$ cat src/pic_pkg.sv
// Constants, field layouts and state encoding for the priority interrupt controller
package pic_pkg;
   // Source rank: index 0 wins ties
   localparam int unsigned NUM_SRC = 14;
   localparam int unsigned NUM_INT = 12;
   localparam logic [3:0] SRC_EXT1 = 4'h0;
   localparam logic [3:0] SRC_EXT0 = 4'h1;
   localparam logic [3:0] SRC_INT0 = 4'h2;
   localparam int unsigned NUM_PIN = 4;

   // Wishbone byte offsets
   localparam logic [7:0] OFS_EXT_BASE  = 8'h00;
   localparam logic [7:0] OFS_INT_BASE  = 8'h04;
   localparam logic [7:0] OFS_PRIO_STK  = 8'h08;
   localparam logic [7:0] OFS_EXT0_CTRL = 8'h0C;
   localparam logic [7:0] OFS_EXT1_CTRL = 8'h10;
   localparam logic [7:0] OFS_STATUS    = 8'h14;

   // External control fields
   localparam int unsigned CTL_LVL_LSB  = 0;
   localparam int unsigned CTL_EDGA_LSB = 2;
   localparam int unsigned CTL_EDGB_LSB = 4;
   localparam logic [1:0] EDGE_RISE = 2'h2;
   localparam logic [1:0] EDGE_FALL = 2'h1;
   localparam logic [1:0] EDGE_BOTH = 2'h3;

   // Reset values
   localparam logic [7:0]  PRIO_STK_RST = 8'hFF;
   localparam logic [7:0]  BASE_RST     = 8'h00;
   localparam logic [5:0]  CTRL_RST     = 6'h00;
   localparam logic [15:0] SP_RST       = 16'h0000;
   localparam logic [15:0] PC_RST       = 16'h0000;

   // Vector low bytes
   localparam logic [7:0] VEC_EXT0 = 8'h00;
   localparam logic [7:0] VEC_EXT1 = 8'h08;
   localparam int unsigned VEC_SHIFT = 4;

   typedef enum logic [2:0] {
      ST_IDLE, ST_ARMED, ST_ACK, ST_PUSH_HI, ST_PUSH_LO, ST_JUMP
   } pic_state_t;
endpackage : pic_pkg

$ cat src/pic_edge_catch.sv
// Edge catcher for one external interrupt pin
`timescale 1ns/1ps
module pic_edge_catch (
   input  wire logic       clock_i,
   input  wire logic       nrst_i,
   input  wire logic       pin_i,
   input  wire logic [1:0] mode_i,
   input  wire logic       clr_i,
   output logic            caught_o
);
   logic prev_q;
   logic valid_q;
   logic rise;
   logic fall;
   logic hit;

   assign rise = valid_q & pin_i & ~prev_q;
   assign fall = valid_q & ~pin_i & prev_q;
   assign hit  = (rise & mode_i[1]) | (fall & mode_i[0]);

   // Pin history is not trusted until one sample has been taken
   always_ff @(posedge clock_i or negedge nrst_i) begin
      if (!nrst_i) begin
         prev_q  <= 1'b0;
         valid_q <= 1'b0;
      end else begin
         prev_q  <= pin_i;
         valid_q <= 1'b1;
      end
   end

   // Edge in the clearing cycle is kept
   always_ff @(posedge clock_i or negedge nrst_i) begin
      if (!nrst_i) begin
         caught_o <= 1'b0;
      end else if (hit) begin
         caught_o <= 1'b1;
      end else if (clr_i) begin
         caught_o <= 1'b0;
      end
   end
endmodule : pic_edge_catch

$ cat src/pic_prio_stack.sv
// Four-entry processor priority stack
`timescale 1ns/1ps
module pic_prio_stack (
   input  wire logic       clock_i,
   input  wire logic       nrst_i,
   input  wire logic       wr_i,
   input  wire logic [7:0] wdata_i,
   input  wire logic       push_i,
   input  wire logic [1:0] lvl_i,
   input  wire logic       pop_i,
   output logic [7:0]      stack_o
);
   // Low two bits are the running priority
   always_ff @(posedge clock_i or negedge nrst_i) begin
      if (!nrst_i) begin
         stack_o <= pic_pkg::PRIO_STK_RST;
      end else if (push_i) begin
         stack_o <= {stack_o[5:0], lvl_i};
      end else if (pop_i) begin
         stack_o <= {stack_o[1:0], stack_o[7:2]};
      end else if (wr_i) begin
         stack_o <= wdata_i;
      end
   end
endmodule : pic_prio_stack

$ cat src/pic_ctrl.sv
// Prioritized interrupt controller top with Wishbone register slave
`timescale 1ns/1ps
module pic_ctrl (
   input  wire logic        clock_i,
   input  wire logic        nrst_i,
   // Wishbone slave
   input  wire logic        wb_cyc_i,
   input  wire logic        wb_stb_i,
   input  wire logic        wb_we_i,
   input  wire logic [7:0]  wb_adr_i,
   input  wire logic [3:0]  wb_sel_i,
   input  wire logic [31:0] wb_dat_i,
   output logic [31:0]      wb_dat_o,
   output logic             wb_ack_o,
   // External interrupt pins: ext0 A/B, ext1 A/B
   input  wire logic [3:0]  ext_pin_i,
   // Internal sources in rank order
   input  wire logic [11:0] int_set_i,
   input  wire logic [11:0] int_clr_i,
   input  wire logic [23:0] int_lvl_i,
   // Processor core
   input  wire logic        insn_end_i,
   input  wire logic        prio_pop_i,
   input  wire logic [15:0] pc_i,
   output logic             ack_cycle_o,
   output logic             push_wr_o,
   output logic [15:0]      push_addr_o,
   output logic [7:0]       push_data_o,
   output logic             jump_o,
   output logic [15:0]      jump_pc_o,
   output logic [1:0]       cur_prio_o
);
   localparam int unsigned NS = pic_pkg::NUM_SRC;

   // Winner search: highest level first, then lowest rank index
   function automatic logic [6:0] pick(input logic [13:0] req,
                                       input logic [27:0] lvl,
                                       input logic [1:0]  cur);
      logic [1:0] best;
      logic [3:0] idx;
      logic       found;
      best  = 2'h0;
      idx   = 4'h0;
      found = 1'b0;
      for (int i = NS - 1; i >= 0; i--) begin
         if (req[i] && (lvl[2*i +: 2] > cur) && (lvl[2*i +: 2] >= best)) begin
            best  = lvl[2*i +: 2];
            idx   = 4'(i);
            found = 1'b1;
         end
      end
      return {found, idx, best};
   endfunction : pick

   function automatic logic [7:0] vec_low(input logic [3:0] idx);
      logic [3:0] n;
      n = idx - pic_pkg::SRC_INT0;
      if (idx == pic_pkg::SRC_EXT0) begin
         vec_low = pic_pkg::VEC_EXT0;
      end else if (idx == pic_pkg::SRC_EXT1) begin
         vec_low = pic_pkg::VEC_EXT1;
      end else begin
         vec_low = 8'({n, 4'h0});
      end
   endfunction : vec_low

   logic [7:0]        ext_base_q;
   logic [7:0]        int_base_q;
   logic [5:0]        ext_ctrl_q [2];
   logic [7:0]        stack;
   logic [3:0]        caught;
   logic [1:0]        ext_req;
   logic [11:0]       int_q;
   logic [13:0]       req;
   logic [27:0]       lvl;
   logic [6:0]        win;
   pic_pkg::pic_state_t state_q;
   logic [3:0]        sel_idx_q;
   logic [1:0]        sel_lvl_q;
   logic [15:0]       sp_q;
   logic [15:0]       pc_q;
   logic [1:0]        ext_clr;
   logic              wb_req;
   logic              wb_wr;
   logic              stk_wr;
   logic [31:0]       rd_d;

   assign wb_req = wb_cyc_i & wb_stb_i & ~wb_ack_o;
   assign wb_wr  = wb_req & wb_we_i & wb_sel_i[0];
   assign stk_wr = wb_wr & (wb_adr_i == pic_pkg::OFS_PRIO_STK);

   // Register writes; byte lane 0 carries all fields
   always_ff @(posedge clock_i or negedge nrst_i) begin
      if (!nrst_i) begin
         ext_base_q    <= pic_pkg::BASE_RST;
         int_base_q    <= pic_pkg::BASE_RST;
         ext_ctrl_q[0] <= pic_pkg::CTRL_RST;
         ext_ctrl_q[1] <= pic_pkg::CTRL_RST;
      end else if (wb_wr) begin
         unique case (wb_adr_i)
            pic_pkg::OFS_EXT_BASE:  ext_base_q    <= wb_dat_i[7:0];
            pic_pkg::OFS_INT_BASE:  int_base_q    <= wb_dat_i[7:0];
            pic_pkg::OFS_EXT0_CTRL: ext_ctrl_q[0] <= wb_dat_i[5:0];
            pic_pkg::OFS_EXT1_CTRL: ext_ctrl_q[1] <= wb_dat_i[5:0];
            default: ;
         endcase
      end
   end

   always_comb begin
      rd_d = 32'h0000_0000;
      unique case (wb_adr_i)
         pic_pkg::OFS_EXT_BASE:  rd_d[7:0]  = ext_base_q;
         pic_pkg::OFS_INT_BASE:  rd_d[7:0]  = int_base_q;
         pic_pkg::OFS_PRIO_STK:  rd_d[7:0]  = stack;
         pic_pkg::OFS_EXT0_CTRL: rd_d[5:0]  = ext_ctrl_q[0];
         pic_pkg::OFS_EXT1_CTRL: rd_d[5:0]  = ext_ctrl_q[1];
         pic_pkg::OFS_STATUS:    rd_d       = {9'h000, state_q, 6'h00, req};
         default:                rd_d       = 32'h0000_0000;
      endcase
   end

   // One wait state; unmapped addresses ack with zero data
   always_ff @(posedge clock_i or negedge nrst_i) begin
      if (!nrst_i) begin
         wb_ack_o <= 1'b0;
         wb_dat_o <= 32'h0000_0000;
      end else begin
         wb_ack_o <= wb_req;
         wb_dat_o <= wb_req ? rd_d : 32'h0000_0000;
      end
   end

   // Pin catchers; both catchers of an interrupt clear on its acknowledge
   for (genvar g = 0; g < pic_pkg::NUM_PIN; g++) begin : g_catch
      pic_edge_catch u_catch (
         .clock_i  (clock_i),
         .nrst_i   (nrst_i),
         .pin_i    (ext_pin_i[g]),
         .mode_i   (ext_ctrl_q[g/2][(g%2 == 0 ? pic_pkg::CTL_EDGA_LSB
                                               : pic_pkg::CTL_EDGB_LSB) +: 2]),
         .clr_i    (ext_clr[g/2]),
         .caught_o (caught[g])
      );
   end

   assign ext_req[0] = caught[0] | caught[1];
   assign ext_req[1] = caught[2] | caught[3];

   // Only the acknowledge clears an external request
   assign ext_clr[0] = (state_q == pic_pkg::ST_ACK) && (sel_idx_q == pic_pkg::SRC_EXT0);
   assign ext_clr[1] = (state_q == pic_pkg::ST_ACK) && (sel_idx_q == pic_pkg::SRC_EXT1);

   // Internal request latches; a set in the clearing cycle wins
   for (genvar g = 0; g < pic_pkg::NUM_INT; g++) begin : g_int
      always_ff @(posedge clock_i or negedge nrst_i) begin
         if (!nrst_i) begin
            int_q[g] <= 1'b0;
         end else if (int_set_i[g]) begin
            int_q[g] <= 1'b1;
         end else if (int_clr_i[g]) begin
            int_q[g] <= 1'b0;
         end
      end
   end

   assign req = {int_q, ext_req[0], ext_req[1]};
   assign lvl = {int_lvl_i,
                 ext_ctrl_q[0][pic_pkg::CTL_LVL_LSB +: 2],
                 ext_ctrl_q[1][pic_pkg::CTL_LVL_LSB +: 2]};
   assign win = pick(req, lvl, stack[1:0]);

   pic_prio_stack u_stack (
      .clock_i (clock_i),
      .nrst_i  (nrst_i),
      .wr_i    (stk_wr),
      .wdata_i (wb_dat_i[7:0]),
      .push_i  (state_q == pic_pkg::ST_ACK),
      .lvl_i   (sel_lvl_q),
      .pop_i   (prio_pop_i),
      .stack_o (stack)
   );

   // Acceptance sequence
   always_ff @(posedge clock_i or negedge nrst_i) begin
      if (!nrst_i) begin
         state_q   <= pic_pkg::ST_IDLE;
         sel_idx_q <= 4'h0;
         sel_lvl_q <= 2'h0;
      end else begin
         unique case (state_q)
            pic_pkg::ST_IDLE: begin
               if (insn_end_i && win[6]) begin
                  state_q   <= pic_pkg::ST_ARMED;
                  sel_idx_q <= win[5:2];
                  sel_lvl_q <= win[1:0];
               end
            end
            pic_pkg::ST_ARMED: begin
               if (insn_end_i) begin
                  state_q <= pic_pkg::ST_ACK;
               end
            end
            pic_pkg::ST_ACK:     state_q <= pic_pkg::ST_PUSH_HI;
            pic_pkg::ST_PUSH_HI: state_q <= pic_pkg::ST_PUSH_LO;
            pic_pkg::ST_PUSH_LO: state_q <= pic_pkg::ST_JUMP;
            pic_pkg::ST_JUMP:    state_q <= pic_pkg::ST_IDLE;
            default:             state_q <= pic_pkg::ST_IDLE;
         endcase
      end
   end

   // Core-facing strobes; the fetched byte is dropped during the acknowledge
   always_ff @(posedge clock_i or negedge nrst_i) begin
      if (!nrst_i) begin
         ack_cycle_o <= 1'b0;
         push_wr_o   <= 1'b0;
         push_data_o <= 8'h00;
         push_addr_o <= pic_pkg::SP_RST;
         sp_q        <= pic_pkg::SP_RST;
         pc_q        <= pic_pkg::PC_RST;
      end else begin
         ack_cycle_o <= (state_q == pic_pkg::ST_ARMED) && insn_end_i;
         push_wr_o   <= 1'b0;
         if (state_q == pic_pkg::ST_ACK) begin
            pc_q        <= pc_i;
            push_wr_o   <= 1'b1;
            push_addr_o <= sp_q - 16'h0001;
            push_data_o <= pc_i[15:8];
            sp_q        <= sp_q - 16'h0001;
         end else if (state_q == pic_pkg::ST_PUSH_HI) begin
            push_wr_o   <= 1'b1;
            push_addr_o <= sp_q - 16'h0001;
            push_data_o <= pc_q[7:0];
            sp_q        <= sp_q - 16'h0001;
         end
      end
   end

   always_ff @(posedge clock_i or negedge nrst_i) begin
      if (!nrst_i) begin
         jump_o    <= 1'b0;
         jump_pc_o <= pic_pkg::PC_RST;
      end else begin
         jump_o <= (state_q == pic_pkg::ST_PUSH_LO);
         if (state_q == pic_pkg::ST_PUSH_LO) begin
            jump_pc_o <= {(sel_idx_q < pic_pkg::SRC_INT0) ? ext_base_q : int_base_q,
                          vec_low(sel_idx_q)};
         end
      end
   end

   always_ff @(posedge clock_i or negedge nrst_i) begin
      if (!nrst_i) begin
         cur_prio_o <= pic_pkg::PRIO_STK_RST[1:0];
      end else begin
         cur_prio_o <= stack[1:0];
      end
   end
endmodule : pic_ctrl

$ cat config.mk
export PLATFORM = sky130hd
export DESIGN_NAME = pic_ctrl
export DESIGN_NICKNAME = d
export VERILOG_FILES = /design/src/pic_pkg.sv /design/src/pic_edge_catch.sv /design/src/pic_prio_stack.sv /design/src/pic_ctrl.sv
export SDC_FILE = /design/constraint.sdc
export NUM_CORES = 1
export LEC_CHECK = 0
export BUFFER_PORTS_ARGS = -buffer_cell sky130_fd_sc_hd__buf_2
export CAP_MARGIN = 20
export CORE_UTILIZATION = 30
export CTS_CLUSTER_DIAMETER = 50
export DETAILED_ROUTE_END_ITERATION = 12
export SYNTH_ARGS = -nofsm -noshare
export SYNTH_HDL_FRONTEND = slang
export SYNTH_HIERARCHICAL = 1
export SYNTH_SLANG_ARGS = --single-unit
$ cat constraint.sdc
create_clock -name clock_i -period 15.8 [get_ports clock_i]
set_clock_uncertainty 0.2 [all_clocks]
set_input_delay 2.37 -clock clock_i [delete_from_list [all_inputs] [get_ports clock_i]]
set_output_delay 2.37 -clock clock_i [all_outputs]
set_load 0.02 [all_outputs]
### Word-level counts from Yosys, hierarchy flattened

Index checks and enable logic that the tools add are counted.

| word-level totals | value |
|---|---|
| memories kept | 0 |
| output and inout port bits | 78 |
| bits in writable memories | 0 |
| register bits after elaboration | 152 |
| logic and storage cells | 276 |
| input bits | 119 |
| latch bits | 0 |
| ROM bits | 0 |

| operators by class | value |
|---|---|
| $lt $le $gt $ge | 29 |
| add/subtract/negate cells | 2 |
| multiply operators | 0 |
| shift-type cells | 0 |
| multiplexer cells | 91 |
| div/mod/pow operators | 0 |
| bitwise gates (word level) | 44 |
| reductions and logical operators | 59 |
| equality and inequality tests | 12 |

Operator list:

| cell | number |
|---|---|
| 8-bit two-way mux | 8 |
| 4-bit two-way mux | 14 |
| 1-bit two-way mux | 46 |
| 6-bit case mux with 6 select lines | 1 |
| 2-bit nonzero test | 17 |
| 1-bit logical AND | 32 |
| 16-bit two-way mux | 2 |
| 32-bit two-way mux | 1 |
| 1-bit bitwise AND | 29 |
| 2-bit greater-than comparator | 14 |
| 2-bit two-way mux | 14 |
| 2-bit >= comparator | 13 |
| 8-bit by 4-bit equality test with 1-bit output, second input constant | 2 |
| 8-bit by 5-bit equality test with 1-bit output, second input constant | 2 |
| 16-bit by 1-bit subtractor with 16-bit output, second input constant | 1 |
| 15-bit two-way mux | 1 |
| 3-bit case mux with 5 select lines | 1 |
| 2-bit AND reduction | 6 |
| 1-bit inverter | 9 |
| 8-bit by 3-bit equality test with 1-bit output, second input constant | 1 |
| 8-bit zero test | 1 |
| 2-bit case mux with 4 select lines | 1 |
| 3-bit by 2-bit equality test with 1-bit output, second input constant | 2 |
| 3-bit two-way mux | 2 |
| other kinds (11) | 17 |

### Depth between registers and ports, before layout

Gate-level depths: netlist (run 1).

| depth | value |
|---|---|
| depth in word-level cells | 46 |
| mapped depth | 92 |
| gate-level depth less buffers | 90 |

### By module

Netlist (run 1), hierarchy kept.

By module, submodules not included:

| module | area each (µm²) | cells each | times used | sequential area each (µm²) |
|---|---|---|---|---|
| pic_ctrl | 6907.9 | 682 | 1 | 2930.3 |
| pic_prio_stack | 483.0 | 43 | 1 | 210.2 |
| pic_edge_catch | 107.6 | 8 | 4 | 75.1 |

### Least setup slack after synthesis (run 1)

OpenSTA, ideal clock, no wires.

| timing | value |
|---|---|
| kind | input -> register |
| start point | in int_lvl_i[23] |
| end point | reg sel_idx_q[2] |
| library setup time | 0.125 ns |
| data arrival time | 18.037 ns |
| data required time | 15.475 ns |
| stages | 88 |
| buffers on the path | 2 |
| path slack | -2.562 ns |
| cell sequence | ha_1 nor2b_4 o211a_1 and2_1 ha_1 nand2b_1 a21o_1 nand2_1 o21ai_0 ha_1 nand2b_1 a31oi_1 or3_4 mux2i_1 inv_1 ha_1 nand2b_1 o2111ai_1 (+52 left out) nor2_1 a21oi_1 o21a_1 ha_1 nor2b_1 maj3_2 nor2_2 mux2i_1 a21o_1 ha_1 nand2b_1 a21oi_1 a2111oi_1 inv_1 o211ai_2 o31ai_2 buf_6 mux2_4 |

| on the way | value |
|---|---|
| longest elaborated chain between the ends | 45 |
| elaborated cells on any way between the ends | 73 |
| those cells by class | order compare: 15; mux: 41; reduce/logical: 17 |

RTL lines:

| element | line | text |
|---|---|---|
| from (decl) | pic_ctrl.sv:20 | `input wire logic [23:0] int_lvl_i,` |
| 2-bit greater-than comparator | pic_ctrl.sv:46 | `if (req[i] && (lvl[2*i +: 2] > cur) && (lvl[2*i +: 2] >= best)) begin` |
| 1-bit logical AND (2 in a row) | pic_ctrl.sv:46 |  |
| 2-bit two-way mux | pic_ctrl.sv:46 |  |
| 2-bit >= comparator | pic_ctrl.sv:46 |  |
| 1-bit logical AND | pic_ctrl.sv:46 |  |
| 2-bit two-way mux | pic_ctrl.sv:46 |  |
| 2-bit >= comparator | pic_ctrl.sv:46 |  |
| 1-bit logical AND | pic_ctrl.sv:46 |  |
| (+28 left out) | -- |  |
| 2-bit >= comparator | pic_ctrl.sv:46 |  |
| 1-bit logical AND | pic_ctrl.sv:46 |  |
| 2-bit two-way mux | pic_ctrl.sv:46 |  |
| 2-bit >= comparator | pic_ctrl.sv:46 |  |
| 1-bit logical AND | pic_ctrl.sv:46 |  |
| 1-bit two-way mux | pic_ctrl.sv:46 |  |
| 1-bit logical AND | pic_ctrl.sv:193 | `if (insn_end_i && win[6]) begin` |
| 2-bit AND reduction (no source line) | -- |  |
| to (signal assigned) | pic_ctrl.sv:195 | `sel_idx_q <= win[5:2];` |
| to (decl) | pic_ctrl.sv:78 | `logic [3:0] sel_idx_q;` |

Parallel ways exist; a longest one is shown, timed or not.
A chain may end at the register's enable or synchronous reset.

### Worst setup path in the final report (run 1)

Ends and elaborated chain as after synthesis.

==> qor.txt, run 1 <==
status = finished with violations
violated checks = negative setup slack
Crit Path Category = primary input to register
post-synthesis instance area = 7820 sq um
slack of the worst reg-to-reg path = -0.01 ns
share of async-settable or async-resettable flops after synthesis = 1.00
number of cell rows = 58
slowest cell delay on critical path = 0.40 ns
detail-routed via count per cell = 4.82
antenna violations before repair = 3
total clock buffers created by CTS = 17
core occupancy in the finished layout = 0.415
overall die height = 163 microns
setup repair after global routing missed its margin = yes
total power density per cell area = 170 nW/um^2
count of flip-flops with a built-in enable after synthesis = 0
Wirelength per Cell = 15.9 microns
synthesized-area fraction occupied by xor and xnor cells = 0.0168
iteration-0 DRC count of the detailed router = 379
worst min-delay path class = register to register
HP Start = sp_q[15]
global placer's final weighted congestion = 0.801
Post-Place Setup Slack = -1.95 ns
number of search-and-repair iterations in the first detailed-routing pass = 5
average instance area after synthesis = 10.3 sq um
clock-pin slew on the worst setup and hold paths = 0.06 ns
Clk Latency, worst-skew pair = 0.42 ns
GRT Total Usage = 0.164
I/O pin total = 197
layout cells sized above 1 = 0.400
area of all placed cells without fillers = 10,500 sq um
CORE AREA = 25,400 sq um
Slew Limit Fails = 0
instance area at placement = 9520 sq um
r2r worst-path depth = 93
die extent in x = 163 microns
largest cells by area after synthesis = sky130_fd_sc_hd__dfrtp_1 (41%), sky130_fd_sc_hd__ha_1 (7.2%), sky130_fd_sc_hd__mux2_2 (5.0%), sky130_fd_sc_hd__mux2i_1 (3.6%), sky130_fd_sc_hd__dfstp_2 (3.4%)
clk root buf = sky130_fd_sc_hd__clkbuf_16
final net count = 1,164
Slew HR = 0.298
placed cells = 1,275
maximum count of clock buffers along a single path = 2
endpoint with the worst hold slack = sp_q[15]
worst r2r src = u_stack/stack_o[1]
Hold Violations, Final = 0
proportion of synthesized chip area in sequential cells = 0.440
effective utilization at floorplan = 0.308
share of synthesized area spent on multiplexers = 0.0881
static power due to leakage = 5.10 nW
DPL Wire Length = 15,800 microns
data arrival time of the critical path = 17.31 ns
CTS Hold Bufs = 0
count of final setup violators = 7
hold depth = 1
Max rail drop VDD = 80.2 uV
nature of the critical path endpoint = register
flip-flop cell with the highest count after synthesis = sky130_fd_sc_hd__dfrtp_1
count of warnings emitted by yosys = 6
CP Launch Type = primary input
deepest level of the CTS H-tree = 4
least setup slack across all paths after layout = -1.41 ns
leading area contributor after synthesis = sky130_fd_sc_hd__dfrtp_1
Synth Area in Simple Gates = 0.173
main combinational cell family by area after synthesis = simple AND/OR/NAND/NOR gates
maximum number of pins on one net before global-route repair = 72
wire length of the first global-routing pass = 33,600 microns
fraction of the mapped netlist area in compound gates = 0.154
area growth from synthesis to layout = 34.9%
overall routed net length = 21,400 microns
most common library cell in the layout ignoring fill and taps = sky130_fd_sc_hd__buf_2
Final Cycle Share = 1.09
buffers added on ports = 151
distinct cell type count after synthesis = 83
worst-path maximum fanout = 8
adder and majority cell fraction of the synthesized area = 0.0734
Max-Cap Viols = 0
most numerous cell on the critical path = sky130_fd_sc_hd__nand2b_4
Reg2Reg Capture Point = sel_idx_q[2]
number of clock sinks = 137
Layout Cells excl Fill = 1,345
total overflow reported by the global router = 0
maximum clock rate = 58.1 MHz
minimum clock period = 17.21 ns
TritonCTS clock tree = done
Tightest Pin Transition = 1.05 ns
area enclosed by the die boundary = 26,700 sq um
Data required, critical path = 15.90 ns
ANT nets after route = 0
Vias = 6,480
vias in the first global route = 6,362
top-area cell type share of the netlist area = 0.406
Sum Neg Setup Slack = -9.35 ns
commonest cells after routing, fill and taps aside = sky130_fd_sc_hd__buf_2 (149), sky130_fd_sc_hd__dfrtp_1 (127), sky130_fd_sc_hd__buf_4 (90)
cell with the largest stage delay on the worst path = sky130_fd_sc_hd__or3_4
Post-Syn Instances = 757
flip-flop and latch count after synthesis = 137
number of remaining DRC errors = 0
[synth_stat cells (3+ instances only)]
cell type and instances:
sky130_fd_sc_hd__xnor2_1 6, sky130_fd_sc_hd__buf_4 18, sky130_fd_sc_hd__conb_1 5, sky130_fd_sc_hd__nand3_1 8, sky130_fd_sc_hd__or2_2 4, sky130_fd_sc_hd__a22oi_1 11
sky130_fd_sc_hd__o31ai_1 4, sky130_fd_sc_hd__mux2_2 35, sky130_fd_sc_hd__a222oi_1 3, sky130_fd_sc_hd__o211ai_2 4, sky130_fd_sc_hd__a21oi_1 26, sky130_fd_sc_hd__o2111ai_1 4
sky130_fd_sc_hd__xor2_1 9, sky130_fd_sc_hd__nor3_1 9, sky130_fd_sc_hd__nor2b_4 3, sky130_fd_sc_hd__or3_1 3, sky130_fd_sc_hd__nor4_1 8, sky130_fd_sc_hd__a21o_1 15
sky130_fd_sc_hd__nor2b_1 17, sky130_fd_sc_hd__nand2b_1 21, sky130_fd_sc_hd__a221oi_1 3, sky130_fd_sc_hd__dfstp_2 10, sky130_fd_sc_hd__dfrtp_1 127, sky130_fd_sc_hd__and2_1 11
sky130_fd_sc_hd__o211ai_1 4, sky130_fd_sc_hd__mux2i_1 28, sky130_fd_sc_hd__buf_6 4, sky130_fd_sc_hd__or4_1 3, sky130_fd_sc_hd__ha_1 45, sky130_fd_sc_hd__and3_1 12
sky130_fd_sc_hd__clkbuf_1 12, sky130_fd_sc_hd__o211a_1 3, sky130_fd_sc_hd__nor2_1 46, sky130_fd_sc_hd__a31oi_1 4, sky130_fd_sc_hd__o21a_1 4, sky130_fd_sc_hd__nand2_1 68
sky130_fd_sc_hd__nand4b_1 8, sky130_fd_sc_hd__nor3b_1 9, sky130_fd_sc_hd__inv_1 50, sky130_fd_sc_hd__a211oi_1 10, sky130_fd_sc_hd__o21ai_0 29
[layout make-up]
type	count	area (sq um)
Tap cell	330	413
Sequential cell	137	3440
Clock inverter	8	121
Fill cell	2472	14900
Antenna cell	2	5.00
Inverter	50	188
Clock buffer	24	472
Timing Repair Buffer	241	1450
Multi-Input combinational cell	553	4460
[per-stage QoR]
stage	hold WS, ns	power [W]
after CTS	0.273	0.00173
after floorplan	0.180	0.00102
after global routing	0.290	0.00191
after global placement	0.259	0.00124
final	0.270	0.00179
after detailed placement	0.266	0.00126
[worst max-delay path, delay by kind of cell]
| family | cells | cell delay (ns) |
|---|---|---|
| buf+inv | 14 | 1.58 |
| fa+ha+maj | 14 | 3.41 |
| simple gates | 33 | 4.52 |
| mux | 4 | 1.02 |
| compound gates | 28 | 4.41 |
[repair_timing]
action,CTS,global route
pin swaps,9,57
gates resized for setup,8,25
buffers inserted,19,18
setup endpoints to repair,7,7
[kinds of logic after synthesis]
kind of cell             Yosys count
AND/OR/NAND/NOR                  248
AO/OA/AOI/OAI                    158
flip-flops                       137
buffers and inverters             84
multiplexers                      64
adder cells (fa/ha/maj)           46
XOR/XNOR                          15
other                              5
[sequential cells by signal, summed over array words and instances, names as in the netlist]
name,cells
ext_ctrl_q,12
wb_dat_o,17
state_q,3
int_q,12
jump_o,1
u_stack/stack_o,8
pc_q,8
cur_prio_o,2
sp_q,16
jump_pc_o,13
g_catch.u_catch/prev_q,4
sel_lvl_q,2
ack_cycle_o,1
push_wr_o,1
sel_idx_q,4
g_catch.u_catch/valid_q,4
g_catch.u_catch/caught_o,4
push_data_o,8
int_base_q,8
wb_ack_o,1
ext_base_q,8
[how the worst max path moves through the flow]
| stage | from | to | slack [ns] | cells past startpoint |
|---|---|---|---|---|
| after CTS | int_lvl_i[23] | sel_idx_q[1] | -1.39 | 90 |
| after global routing | int_lvl_i[22] | sel_idx_q[2] | -2.11 | 91 |
| after detailed placement | int_lvl_i[23] | sel_idx_q[1] | -1.95 | 90 |
| after floorplan | int_lvl_i[22] | sel_idx_q[2] | -1.62 | 90 |
| after global placement | int_lvl_i[23] | sel_lvl_q[0] | -1.87 | 90 |
| final | int_lvl_i[23] | sel_idx_q[2] | -1.41 | 93 |
[routing by layer]
metal	wire (microns)	part of all wire	vias up	track usage
met5	17	0.00080	-	0
met4	193	0.0090	2	0.0438
met3	1000	0.047	14	0.0424
met2	10300	0.48	158	0.274
met1	9860	0.46	3147	0.210
li1	-	-	3159	-
[power breakdown]
group          switching, W  internal (W)  total, W
clock              0.000152      0.000256  0.000408
combinational      0.000435      0.000466  0.000901
sequential        0.0000544      0.000426  0.000480
total              0.000641       0.00115   0.00179
(Power assumes the default switching activity.)
==> inputs of run 2 (changes only) <==
--- a/config.mk
+++ b/config.mk
@@ -10,7 +10,7 @@
 export CORE_UTILIZATION = 30
 export CTS_CLUSTER_DIAMETER = 50
 export DETAILED_ROUTE_END_ITERATION = 12
+export SETUP_SLACK_MARGIN = 0.3
 export SYNTH_ARGS = -nofsm -noshare
 export SYNTH_HDL_FRONTEND = slang
-export SYNTH_HIERARCHICAL = 1
 export SYNTH_SLANG_ARGS = --single-unit
==> run 2 against run 1 <==
Net effect:
- the run still ends with negative setup slack left
- hold slack worse by 0.048 ns
- count of clock-buffer cells in the layout is 5 lower
- via count is 5.6% higher
- combinational power is 34% higher
- power is 17% higher
- synthesized area is 1.3% lower
- largest cell class unchanged
- highest routed layer is now met4
==> qor.txt, run 2 <==
antenna violations before repair = 0 (-3)
area growth from synthesis to layout = 41.7%
I/O pin total = 197 (unchanged)
status = finished with violations
share of synthesized area spent on multiplexers = 0.101 (+0.0130)
most common cell in the synthesized netlist = sky130_fd_sc_hd__dfrtp_1
TritonCTS clock tree = done
count of final setup violators = 7 (unchanged)
Max rail drop VDD = 82.9 uV (+3.4%)
Top reg by flops = wb_dat_o
most utilized layer in the global route result = met2
adder and majority cell fraction of the synthesized area = 0.0757 (+0.00227)
slowest cell delay on critical path = 0.36 ns (-0.04 ns)
global routing met2 resource utilization = 0.284 (+0.00992)
HP Start = u_stack.stack_o[1]
biggest regs = wb_dat_o (17), sp_q (16), jump_pc_o (13)
worst r2r src = u_stack.stack_o[1]
average instance area after synthesis = 10.0 sq um (-3.0%)
global placer's final weighted congestion = 0.788 (-1.6%)
area of all placed cells without fillers = 10,900 sq um (+3.7%)
number of remaining DRC errors = 0 (unchanged)
layout cells sized above 1 = 0.430 (+0.0304)
cell with the largest stage delay on the worst path = sky130_fd_sc_hd__a221o_1
least setup slack across all paths after layout = -1.55 ns (-0.138 ns)
flip-flop cell with the highest count after synthesis = sky130_fd_sc_hd__dfrtp_1
wire length of the first global-routing pass = 35,500 microns (+5.7%)
CORE AREA = 25,200 sq um (-0.86%)
maximum count of clock buffers along a single path = 2 (unchanged)
Clk Latency, worst-skew pair = 0.42 ns (about the same)
PnR Total Power = 0.00209 W (+17%)
filler instances = 2,419 (-2.1%)
count of warnings emitted by yosys = 0 (-6)
distinct cell type count after synthesis = 76 (-8.4%)
top-area cell type share of the netlist area = 0.402 (-0.00432)
Hold Violations, Final = 0 (unchanged)
Synth Area in Simple Gates = 0.161 (-0.0123)
Post-Place Setup Slack = -1.71 ns (+0.245 ns)
GRT Total Usage = 0.174 (+0.00905)
post-synthesis instance area = 7720 sq um (-1.3%)
effective utilization at floorplan = 0.307 (-0.00141)
leading cell types by count after synthesis = sky130_fd_sc_hd__dfrtp_1 (124), sky130_fd_sc_hd__nand2_1 (99), sky130_fd_sc_hd__inv_1 (48)
overall die height = 162 microns (-0.65%)
Slew Limit Fails = 0 (unchanged)
DPL Wire Length = 15,700 microns (-0.92%)
die extent in x = 162 microns (-0.65%)
static power due to leakage = 5.31 nW (+4.0%)
minimum clock period = 17.35 ns (+0.138 ns)
worst min-delay path class = register to register
proportion of synthesized chip area in sequential cells = 0.436 (-0.00388)
instance area at placement = 9430 sq um (-0.96%)
clock-pin slew on the worst setup and hold paths = 0.06 ns (about the same)
deepest level of the CTS H-tree = 4 (unchanged)
met1 track demand over resource in global routing = 0.228 (+0.0181)
most common library cell in the layout ignoring fill and taps = sky130_fd_sc_hd__buf_2
main combinational cell family by area after synthesis = simple AND/OR/NAND/NOR gates
flip-flop and latch count after synthesis = 134 (-2.2%)
area enclosed by the die boundary = 26,400 sq um (-1.3%)
count of flip-flops with a built-in enable after synthesis = 0 (unchanged)
Slew HR = 0.311 (+0.0131)
combined area of the multi-input logic cells = 4470 sq um (+0.20%)
CTS Hold Bufs = 0 (unchanged)
slack of the worst reg-to-reg path = -0.27 ns (-0.26 ns)
Tightest Pin Transition = 1.03 ns (-0.0180 ns)
largest cells by area after synthesis = sky130_fd_sc_hd__dfrtp_1 (40%), sky130_fd_sc_hd__ha_1 (7.3%), sky130_fd_sc_hd__mux2_2 (5.8%), sky130_fd_sc_hd__nand2_1 (4.8%), sky130_fd_sc_hd__mux2i_1 (3.5%)
buffers added on ports = 151 (unchanged)
synthesized-area fraction occupied by xor and xnor cells = 0.0182 (+0.00136)
nature of the critical path endpoint = register
number of antenna diodes = 0 (-2)
number of flip-flops in the largest register = 17 (unchanged)
Max-Cap Viols = 0 (unchanged)
data arrival time of the critical path = 17.51 ns (+0.20 ns)
most numerous cell on the critical path = sky130_fd_sc_hd__buf_4
setup repair after global routing missed its margin = yes
Final Cycle Share = 1.10 (+0.00875)
Sum Neg Setup Slack = -10.28 ns (-0.926 ns)
clk root buf = sky130_fd_sc_hd__clkbuf_16
number of search-and-repair iterations in the first detailed-routing pass = 4 (-1)
total clock buffers created by CTS = 17 (unchanged)
CP Launch Type = primary input
number of clock sinks = 134 (-2.2%)
Vias = 6,846 (+5.6%)
met3 track utilization from global routing = 0.0290 (-0.0134)
number of cell rows = 58 (unchanged)
commonest cells after routing, fill and taps aside = sky130_fd_sc_hd__buf_2 (149), sky130_fd_sc_hd__buf_4 (144), sky130_fd_sc_hd__dfrtp_1 (124)
Reg2Reg Capture Point = sel_idx_q[0]
maximum clock rate = 57.6 MHz (-0.80%)
hold depth = 0 (-1)
maximum number of pins on one net before global-route repair = 78 (+8.3%)
endpoint with the worst hold slack = cur_prio_o[1]
overall routed net length = 23,000 microns (+7.9%)
Data required, critical path = 15.96 ns (+0.06 ns)
iteration-0 DRC count of the detailed router = 405 (+6.9%)
share of async-settable or async-resettable flops after synthesis = 1.00 (unchanged)
Crit Path Category = primary input to register
r2r worst-path depth = 90 (-3.2%)
Post-Syn Instances = 770 (+1.7%)
fraction of the mapped netlist area in compound gates = 0.156 (+0.00269)
area taken by flip-flops and latches = 3370 sq um (-2.2%)
worst-path maximum fanout = 5 (-3)
Wirelength per Cell = 16.3 microns (+2.8%)
ANT nets after route = 0 (unchanged)
violated checks = negative setup slack
total power density per cell area = 191 nW/um^2 (+13%)
final net count = 1,232 (+5.8%)
detail-routed via count per cell = 4.85 (+0.71%)
vias in the first global route = 6,721 (+5.6%)
total overflow reported by the global router = 0 (unchanged)
leading area contributor after synthesis = sky130_fd_sc_hd__dfrtp_1
run 2: where the power goes:
group          total (W)  leakage [nW]  internal, W  switching [W]
logic            0.00121          3.36     0.000638       0.000568
clock network   0.000413         0.293     0.000242       0.000171
registers       0.000469          1.66     0.000417      0.0000515
total            0.00209          5.31      0.00130       0.000791
run 2: critical path: cells and delay by family:
kind / cells / cell delay [ns]
and+or+nand+nor: 21 / 2.44
AOI/OAI and AO/OA: 26 / 4.51
muxes: 7 / 2.08
buffers and inverters: 23 / 2.80
adders and majority gates: 13 / 3.27
run 2: metal layers:
| metal | up-vias | routed length, microns |
|---|---|---|
| li1 | 3307 | - |
| met1 | 3295 | 10300 |
| met2 | 208 | 11100 |
| met3 | 36 | 1120 |
| met4 | 0 | 563 |
| met5 | - | 0 |
run 2: cell families (layout without fill, tap and decap cells):
family / Yosys count / in the layout
DFF: 134 / 134
xor gates and xnor gates: 16 / 16
AOI/OAI and AO/OA: 167 / 167
buffers and inverters: 85 / 379
adders and majority gates: 47 / 47
and+or+nand+nor: 248 / 248
muxes: 71 / 71
other: 2 / 19
run 2: area by class of cell:
cell class                 instances  share of cell area
inverter                          48              0.0165
timing repair buffer             299               0.174
tap                              330              0.0377
sequential                       134               0.308
clock buffer                      19              0.0405
clock inverter                    13              0.0146
multi-input combinational        568               0.409
run 2: per-stage QoR:
stage	hold WS, ns	cells	utilization
floorplan	0.174	787	-
global placement	0.210	1285	0.375
detailed placement	0.216	1285	0.375
CTS	0.228	1401	0.425
global route	0.234	1411	0.434
finish	0.222	1411	0.434
run 2: what timing repair did:
action,CTS,global route
gates resized for setup,13,28
endpoints found under the setup margin,7,7
pin swaps,24,39
buffers inserted,84,9
run 2: worst max path at each step:
stage             startpoint           end  slack (ns)
6_report       int_lvl_i[23]  sel_idx_q[0]       -1.55
5_1_grt        int_lvl_i[23]  sel_idx_q[0]       -2.09
4_1_cts        int_lvl_i[23]  sel_lvl_q[1]       -1.11
3_5_place_dp   int_lvl_i[23]  sel_lvl_q[0]       -1.71
3_3_place_gp   int_lvl_i[23]  sel_lvl_q[0]       -1.61
2_1_floorplan  int_lvl_i[23]  sel_idx_q[0]       -1.17
